`src/ldma_pkg.sv`:
```
// Package with the shared constants and carrier types of the legacy DMA channel controller.
package ldma_pkg;
  localparam int NUM_CH      = 8;
  localparam int CH_W        = 3;
  localparam logic [2:0] CH_RESERVED = 3'h4;
  localparam logic [2:0] CH_LAST_BYTE = 3'h3;
  localparam int MAX_FAST    = 2;
  localparam logic [15:0] STEP_BYTE = 16'h0001;
  localparam logic [15:0] STEP_WORD = 16'h0002;
  localparam logic [15:0] COUNT_ONE = 16'h0001;

  typedef enum logic [1:0] {
    LDMA_SINGLE = 2'b00,
    LDMA_DEMAND = 2'b01,
    LDMA_VERIFY = 2'b10,
    LDMA_INCR   = 2'b11
  } ldma_mode_t;

  typedef struct packed {
    logic [15:0] addr;
    logic [15:0] count;
    ldma_mode_t  mode;
    logic        fast;
  } ldma_prog_t;

  typedef struct packed {
    logic        valid;
    logic [2:0]  ch;
    logic [15:0] addr;
    logic        wide;
    logic        write_en;
    logic        fast;
  } ldma_xfer_t;
endpackage

```
`src/ldma_ctrl.sv`:
```
// Seven-channel legacy DMA controller with a pair of sideband request channels.
//
// Contract
// - Seven independent channels built as two cascaded classic controller cores.
// - Channels zero to three move bytes; count drops once per byte.
// - Channels five to seven move words; count drops once per word.
// - Channel four never transfers; it is the generic bus-master request.
// - At most two channels at once may use fast transfer timing.
// - Single, demand, verify and incrementing transfer modes are served.
// - Two sideband request channels are provided and act as a pair.
`timescale 1ns/100ps
`default_nettype none
module ldma_ctrl (
  // Clock and reset.
  input  wire logic                clk,
  input  wire logic                resetn,
  // Channel programming from the host side.
  input  wire logic                prog_we,
  input  wire logic [2:0]          prog_ch,
  input  wire ldma_pkg::ldma_prog_t prog_data,
  // Peripheral requests from the low pin count side, asynchronous.
  input  wire logic [7:0]          dreq,
  // Paired sideband request lines, asynchronous.
  input  wire logic [1:0]          pci_sideband_dma_req,
  // Transfer issue and status.
  output logic                     prog_refused,
  output ldma_pkg::ldma_xfer_t     xfer,
  output logic [7:0]               tc_done,
  output logic [1:0]               pci_sideband_dma_gnt
);
  logic [15:0] addr [ldma_pkg::NUM_CH];
  logic [15:0] count [ldma_pkg::NUM_CH];
  ldma_pkg::ldma_mode_t mode [ldma_pkg::NUM_CH];
  logic [7:0] fast;
  logic [7:0] armed;
  logic [7:0] rq1, rq2, rq3, rq;
  logic [1:0] sb1, sb2, sb3, sb;
  logic [7:0] rq_agree;
  logic [1:0] sb_agree;
  logic [7:0] pend;
  logic [2:0] sel;
  logic       any;
  logic [1:0] fast_cnt;
  logic       accept;
  logic       last;
  logic       wide;

  // Three-stage synchronisers; a change counts once stages two and three agree.
  // Agreement is judged per line, so a bouncing request cannot delay a clean one.
  assign rq_agree = ~(rq2 ^ rq3);
  assign sb_agree = ~(sb2 ^ sb3);
  always_ff @(posedge clk or negedge resetn) begin
    if (!resetn) begin
      rq1 <= 8'h00; rq2 <= 8'h00; rq3 <= 8'h00; rq <= 8'h00;
      sb1 <= 2'h0; sb2 <= 2'h0; sb3 <= 2'h0; sb <= 2'h0;
    end else begin
      rq1 <= dreq; rq2 <= rq1; rq3 <= rq2;
      rq  <= (rq_agree & rq3) | (~rq_agree & rq);
      sb1 <= pci_sideband_dma_req; sb2 <= sb1; sb3 <= sb2;
      sb  <= (sb_agree & sb3) | (~sb_agree & sb);
    end
  end

  // Channel four is masked out of service entirely.
  assign pend = rq & armed & ~(8'h01 << ldma_pkg::CH_RESERVED);

  // Fixed priority, lower number first, as in the cascaded cores.
  always_comb begin
    sel = 3'h0;
    any = 1'b0;
    for (int i = ldma_pkg::NUM_CH - 1; i >= 0; i--) begin
      if (pend[i]) begin
        sel = 3'(i);
        any = 1'b1;
      end
    end
  end

  // Fast timing goes to a new channel only while fewer than two channels already hold it.
  always_comb begin
    fast_cnt = 2'h0;
    for (int i = 0; i < ldma_pkg::NUM_CH; i++) begin
      fast_cnt = fast_cnt + {1'b0, fast[i]};
    end
  end
  assign accept = prog_we && prog_ch != ldma_pkg::CH_RESERVED &&
                  !(prog_data.fast && !fast[prog_ch] &&
                    fast_cnt >= 2'(ldma_pkg::MAX_FAST));
  assign wide = sel > ldma_pkg::CH_LAST_BYTE;
  assign last = count[sel] == ldma_pkg::COUNT_ONE;

  genvar g;
  generate
    for (g = 0; g < ldma_pkg::NUM_CH; g++) begin : g_ch
      // Unit size follows the channel number and is fixed at build time.
      logic [15:0] unit_step;
      assign unit_step = (3'(g) > ldma_pkg::CH_LAST_BYTE) ? ldma_pkg::STEP_WORD
                                                           : ldma_pkg::STEP_BYTE;
      always_ff @(posedge clk or negedge resetn) begin
        if (!resetn) begin
          addr[g]  <= 16'h0000;
          count[g] <= 16'h0000;
          mode[g]  <= ldma_pkg::LDMA_SINGLE;
          fast[g]  <= 1'b0;
          armed[g] <= 1'b0;
        end else if (accept && prog_ch == 3'(g)) begin
          addr[g]  <= prog_data.addr;
          count[g] <= prog_data.count;
          mode[g]  <= prog_data.mode;
          fast[g]  <= prog_data.fast;
          armed[g] <= prog_data.count != 16'h0000;
        end else if (any && sel == 3'(g)) begin
          // Count drops once per unit moved; address steps by unit size except in verify mode.
          count[g] <= count[g] - ldma_pkg::COUNT_ONE;
          if (mode[g] == ldma_pkg::LDMA_INCR || mode[g] == ldma_pkg::LDMA_DEMAND ||
              mode[g] == ldma_pkg::LDMA_SINGLE) begin
            addr[g] <= addr[g] + unit_step;
          end
          if (last) begin
            armed[g] <= 1'b0;
          end
        end
      end
    end
  endgenerate

  // Verify cycles run the count but hold the address and never write memory.
  always_ff @(posedge clk or negedge resetn) begin
    if (!resetn) begin
      xfer         <= '0;
      tc_done      <= 8'h00;
      prog_refused <= 1'b0;
      pci_sideband_dma_gnt <= 2'h0;
    end else begin
      xfer.valid    <= any;
      xfer.ch       <= sel;
      xfer.addr     <= addr[sel];
      xfer.wide     <= wide;
      xfer.write_en <= mode[sel] != ldma_pkg::LDMA_VERIFY;
      xfer.fast     <= fast[sel];
      tc_done       <= (any && last) ? (8'h01 << sel) : 8'h00;
      prog_refused  <= prog_we && !accept;
      // The sideband pair is granted together only when both lines request.
      pci_sideband_dma_gnt <= (sb == 2'h3) ? 2'h3 : 2'h0;
    end
  end

  property p_no_ch4;
    @(posedge clk) disable iff (!resetn) xfer.valid |-> xfer.ch != ldma_pkg::CH_RESERVED;
  endproperty
  a_no_ch4: assert property (p_no_ch4) else $error("reserved channel issued");
  property p_fast_limit;
    @(posedge clk) disable iff (!resetn) fast_cnt <= 2'(ldma_pkg::MAX_FAST);
  endproperty
  a_fast_limit: assert property (p_fast_limit) else $error("too many fast channels");
  property p_width;
    @(posedge clk) disable iff (!resetn)
      xfer.valid |-> xfer.wide == (xfer.ch > ldma_pkg::CH_LAST_BYTE);
  endproperty
  a_width: assert property (p_width) else $error("width does not match channel");
  property p_step;
    @(posedge clk) disable iff (!resetn)
      (any && !accept && mode[sel] != ldma_pkg::LDMA_VERIFY && sel > ldma_pkg::CH_LAST_BYTE)
      |=> addr[$past(sel)] == $past(addr[sel]) + ldma_pkg::STEP_WORD;
  endproperty
  a_step: assert property (p_step) else $error("word address step wrong");
  property p_count;
    @(posedge clk) disable iff (!resetn)
      (any && !accept) |=> count[$past(sel)] == $past(count[sel]) - ldma_pkg::COUNT_ONE;
  endproperty
  a_count: assert property (p_count) else $error("count not decremented");
  property p_verify;
    @(posedge clk) disable iff (!resetn)
      (any && mode[sel] == ldma_pkg::LDMA_VERIFY) |=> !xfer.write_en;
  endproperty
  a_verify: assert property (p_verify) else $error("verify cycle wrote memory");
  property p_pair;
    @(posedge clk) disable iff (!resetn)
      pci_sideband_dma_gnt == 2'h0 || pci_sideband_dma_gnt == 2'h3;
  endproperty
  a_pair: assert property (p_pair) else $error("sideband grant split");
  property p_refuse;
    @(posedge clk) disable iff (!resetn)
      (prog_we && prog_ch == ldma_pkg::CH_RESERVED) |=> prog_refused;
  endproperty
  a_refuse: assert property (p_refuse) else $error("channel four program accepted");
  // A program that lands on the serviced channel wins, so step checks skip those cycles.
  property p_step_byte;
    @(posedge clk) disable iff (!resetn)
      (any && !accept && mode[sel] != ldma_pkg::LDMA_VERIFY && sel <= ldma_pkg::CH_LAST_BYTE)
      |=> addr[$past(sel)] == $past(addr[sel]) + ldma_pkg::STEP_BYTE;
  endproperty
  a_step_byte: assert property (p_step_byte) else $error("byte address step wrong");
  property p_verify_hold;
    @(posedge clk) disable iff (!resetn)
      (any && !accept && mode[sel] == ldma_pkg::LDMA_VERIFY)
      |=> addr[$past(sel)] == $past(addr[sel]);
  endproperty
  a_verify_hold: assert property (p_verify_hold) else $error("verify moved address");
  property p_tc_onehot;
    @(posedge clk) disable iff (!resetn)
      $onehot0(tc_done);
  endproperty
  a_tc_onehot: assert property (p_tc_onehot) else $error("two terminal counts");
  property p_tc_unit;
    @(posedge clk) disable iff (!resetn)
      tc_done != 8'h00 |-> xfer.valid && tc_done == (8'h01 << xfer.ch);
  endproperty
  a_tc_unit: assert property (p_tc_unit) else $error("terminal count without unit");
  property p_disarm;
    @(posedge clk) disable iff (!resetn)
      (any && last && !accept) |=> !armed[$past(sel)];
  endproperty
  a_disarm: assert property (p_disarm) else $error("armed after last unit");
  property p_fast_refuse;
    @(posedge clk) disable iff (!resetn)
      (prog_we && prog_data.fast && !fast[prog_ch] && fast_cnt == 2'(ldma_pkg::MAX_FAST))
      |=> prog_refused;
  endproperty
  a_fast_refuse: assert property (p_fast_refuse) else $error("third fast channel taken");
  property p_why_refused;
    @(posedge clk) disable iff (!resetn)
      prog_refused |-> $past(prog_we);
  endproperty
  a_why_refused: assert property (p_why_refused) else $error("refusal unasked");
  property p_pair_follow;
    @(posedge clk) disable iff (!resetn)
      (sb == 2'h3) |=> (pci_sideband_dma_gnt == 2'h3);
  endproperty
  a_pair_follow: assert property (p_pair_follow) else $error("pair not granted");
  property p_ch4_idle;
    @(posedge clk) disable iff (!resetn)
      !armed[ldma_pkg::CH_RESERVED];
  endproperty
  a_ch4_idle: assert property (p_ch4_idle) else $error("reserved channel armed");
endmodule
`default_nettype wire

```
`config.mk`:
```
export PLATFORM = sky130hd
export DESIGN_NAME = ldma_ctrl
export DESIGN_NICKNAME = d
export VERILOG_FILES = /design/src/ldma_pkg.sv /design/src/ldma_ctrl.sv
export SDC_FILE = /design/constraint.sdc
export NUM_CORES = 1
export LEC_CHECK = 0
export BUFFER_PORTS_ARGS = -buffer_cell sky130_fd_sc_hd__buf_4
export CAP_MARGIN = 20
export CORE_UTILIZATION = 35
export CTS_BUF_LIST = sky130_fd_sc_hd__clkbuf_4
export DETAILED_ROUTE_END_ITERATION = 10
export PLACE_DENSITY = 0.48
export SLEW_MARGIN = 5
export SYNTH_ARGS = -nofsm -noshare
export SYNTH_HDL_FRONTEND = slang
export SYNTH_SLANG_ARGS = --single-unit
```
`constraint.sdc`:
```
create_clock -name clk -period 4.3 [get_ports clk]
set_input_delay 0.43 -clock clk [delete_from_list [all_inputs] [get_ports clk]]
set_output_delay 0.43 -clock clk [all_outputs]
set_load 0.01 [all_outputs]
```
==> results_dict.tcl <==
set metrics [dict create \
    synthDominantCellAreaShare_pct 49.09 \
    count_of_different_cell_masters_after_synthesis 72 \
    worstPathCellList "fa_1 > inv_1 > fa_1 > fa_1 > nor2b_1 > xnor3_1 > nand3_1 > nand2_1 > or4b_2 > buf_12 > mux2_2" \
    start_util_pct 35.68 \
    synth.most_common_cell "sky130_fd_sc_hd__dfrtp_1" \
    fillers 5014 \
    worst_path_most_repeated_cell "sky130_fd_sc_hd__fa_1" \
    num_rows 81 \
    dp.final_hpwl_um 35830 \
    maxSlewHeadroom_pct 47.02 \
    grt_usage_pct 22.15 \
    synthesis.area_per_instance_um2 9.105 \
    clkSinkCount 344 \
    worst_hold_startpoint "prog_ch[2]" \
    ctsLongestPathBuffers 3 \
    portBuffers 83 \
    finalNonFillerCells 2809 \
    critical_path_peak_fanout 68 \
    die-area_mm2 0.05100 \
    critical_path.endpoint_type "flip-flop" \
    rr_startpoint "fast[0]$_DFFE_PN0P_" \
    avgRoutedWirePerCell_um 19.41 \
    grt_use_met3_pct 4.489 \
    cts.clk_slew.worst_paths_ns 0.06 \
    drc 0 \
    synth_largest_area_cell "sky130_fd_sc_hd__dfrtp_1" \
    path_class "reg2reg" \
    drive_above_1_share_pct 15.73 \
    power_frac_clock_pct 21.0 \
    synth-seq-cells 344 \
    p_per_area_mw_per_mm2 696.3 \
    syn2layout_area_growth_pct 17.55 \
    core_region_area_mm2 0.04915 \
    cts_tree "yes" \
    total_switching_power_w 0.005895 \
    placedCellCount 2582 \
    vias_per_cell 5.106 \
    critPathRequiredTime_ns 5.00 \
    vias_in_the_first_global_route 14330 \
    gp_congestion 0.8290 \
    combPwrFrac_pct 38.4 \
    dpl-instance-area_mm2 0.01893 \
    max-vdd-ir-drop_mv 0.3897 \
    htree_num_levels 3 \
    die_height_um 225.8 \
    timing.final.crit_share_pct 93.61 \
    cts.root.buffer_cell "sky130_fd_sc_hd__clkbuf_4" \
    die_width_um 225.8 \
    drt-initial-drc-count 1003 \
    finalSetupTns_ns 0 \
    power.total_w 0.01435 \
    synthCells 1926 \
    max_stage_delay_ns 0.67 \
    power.static_leakage_nw 8.347 \
    drt.antenna.violating_nets 0 \
    hold_path.class "in2reg" \
    timing.max_cap.violations 0 \
    top_level_ports 85 \
    synth_edf_count 0 \
    synth_async_sr_flop_share_pct 100.0 \
    net_count_synth 1994 \
    clock_latency_ns 0.85 \
    grt_setup_unrepaired "false" \
    synth_common_cells "sky130_fd_sc_hd__dfrtp_1, sky130_fd_sc_hd__nor2_1, sky130_fd_sc_hd__nand2_1" \
    grt_first_pass_wirelength_um 84540 \
    timing.fmax_mhz 248.4 \
    num-nets-final 2135 \
    layer_with_the_highest_usage_after_global_routing "met2" \
    cell_internal_power_w 0.008459 \
    tritoncts.num_buffers 100 \
    power_frac_seq_pct 40.6 \
    ys_warn_count 0 \
    drt_pre_antenna_iters 5 \
    setup.worst_path.start_class "flip-flop" \
    cp.arrival_ns 4.72 \
    critical-path-slowest-cell "sky130_fd_sc_hd__or4b_2" \
    finalWirelength_um 54520 \
    timing_worst_slew_pin_value_ns 0.7917 \
    netlist_top_cells_area "sky130_fd_sc_hd__dfrtp_1, sky130_fd_sc_hd__xnor2_1, sky130_fd_sc_hd__nor2_1" \
    met1_routing_resource_usage_after_global_routing_pct 28.59 \
    globalRoute.totalOverflow 0 \
    layout.cell_area.non_filler_mm2 0.02061 \
    grt_max_degree 91 \
    finalHoldViolCount 0 \
    setup_violations 0 \
    fin_hold_ws_ns 0.1573 \
    status "finished clean" \
    netlist_area_mm2 0.01754 \
    critical_path.startpoint "fast[0]$_DFFE_PN0P_" \
    power.share.switching_pct 41.07 \
    finalMaxSlewViolations 0 \
    fin_crit_ns 4.025 \
    gr-usage-met2_pct 36.17 \
    initial_antenna_violation_count 2 \
    num_vias 14340 \
    ys.flop_type "sky130_fd_sc_hd__dfrtp_1" \
    fin_skew_ns 0.05119 \
    portion_of_the_post_synthesis_area_used_by_sequential_elements_pct 49.09 \
]
[path summary, 6_finish.rpt]
kind	cells past startpoint	slack (ns)	endpoint
max	11	0.27	mode[10]$_DFFE_PN0P_
min	5	0.16	fast[7]$_DFFE_PN0P_
max reg2reg	11	0.27	mode[10]$_DFFE_PN0P_
min reg2reg	0	0.33	rq2[7]$_DFF_PN0_
max in group asynchronous	3	3.02	rq1[0]$_DFF_PN0_
min in group asynchronous	2	0.22	pci_sideband_dma_gnt[0]$_DFF_PN0_
[sequential cells by signal (all words and copies together), names as in the netlist, named ones only]
register and count:
sb1 2, rq3 7, rq2 7, prog_refused 1, xfer 23, sb2 2, addr 124, rq1 7
count 122, fast 8, sb3 2, mode 14, tc_done 8, armed 7, pci_sideband_dma_gnt 1
[layout by cell type (no fill, tap or decap), types with 31 or more instances in the layout]
cell type | netlist | routed
sky130_fd_sc_hd__xnor2_1 | 131 | 131
sky130_fd_sc_hd__nand3_1 | 108 | 108
sky130_fd_sc_hd__dfrtp_1 | 344 | 344
sky130_fd_sc_hd__nor2_1 | 269 | 268
sky130_fd_sc_hd__xor2_1 | 71 | 71
sky130_fd_sc_hd__nor4_1 | 35 | 35
sky130_fd_sc_hd__nor3_1 | 53 | 53
sky130_fd_sc_hd__clkbuf_4 | 0 | 144
sky130_fd_sc_hd__nand2_1 | 222 | 220
sky130_fd_sc_hd__a21oi_1 | 189 | 189
sky130_fd_sc_hd__buf_4 | 2 | 110
sky130_fd_sc_hd__dlygate4sd3_1 | 0 | 47
sky130_fd_sc_hd__o21ai_0 | 65 | 65
sky130_fd_sc_hd__mux2_2 | 31 | 31
sky130_fd_sc_hd__inv_1 | 34 | 33
[kinds of logic (layout without fill, tap and decap cells)]
logic type,count (synthesis),in the layout,synth area share [%]
other cells,1,4,0.02138
xor+xnor,203,203,10.22
mux,50,50,3.225
buf+inv,166,382,3.717
fa+ha+maj,26,26,1.855
simple gates,826,826,21.88
flops,344,344,49.09
compound gates,310,310,9.996
[power by group through the flow]
stage | Sequential, W | Clock, W | Combinational, W
after floorplan | 0.00558 | 0 | 0.00379
after global placement | 0.00582 | 0 | 0.00541
after detailed placement | 0.00586 | 0 | 0.00548
after CTS | 0.00582 | 0.00313 | 0.00556
after global routing | 0.00603 | 0.00330 | 0.00617
final | 0.00583 | 0.00302 | 0.00551
[critical path: cells and delay by family, from the launching register on]
family,cells,cell delay [ns]
AND/OR/NAND/NOR,4,1.07
buffers and inverters,2,0.28
XOR/XNOR,1,0.32
flip-flops,1,0.40
adder cells (fa/ha/maj),3,1.44
multiplexers,1,0.32
[routing by layer]
metal  routed length, um  part of all wire (%)
met5                   0                     0
met4                1787                   3.3
met3                2681                   4.9
met2               25940                    48
met1               24110                    44
[metrics by stage]
stage | worst slack (ns) | util [%]
floorplan | 0.4313 | -
detailed placement | 0.3218 | 38.51
global route | 0.1672 | 41.94
CTS | 0.3185 | 41.92
global placement | 0.3515 | 38.51
finish | 0.2749 | 41.94
[cell type report]
type                            instances  area (um^2)  share of cell area, %
Sequential cell                       344         8608                  41.76
Multi-Input combinational cell       1416         8293                  40.23
Timing Repair Buffer                  169         1531                  7.429
Clock buffer                          144         1081                  5.244
Tap cell                              664        830.8                  4.030
Inverter                               36        136.4                 0.6616
Clock inverter                         33        126.4                 0.6130
Antenna cell                            3        7.507                0.03642
[what timing repair did]
item,in CTS,in global routing
resized for setup,0,0
hold buffers,47,0
endpoints found under the hold margin,339,0
setup buffers,0,0
No activity file was read; power rests on OpenSTA's default activity.
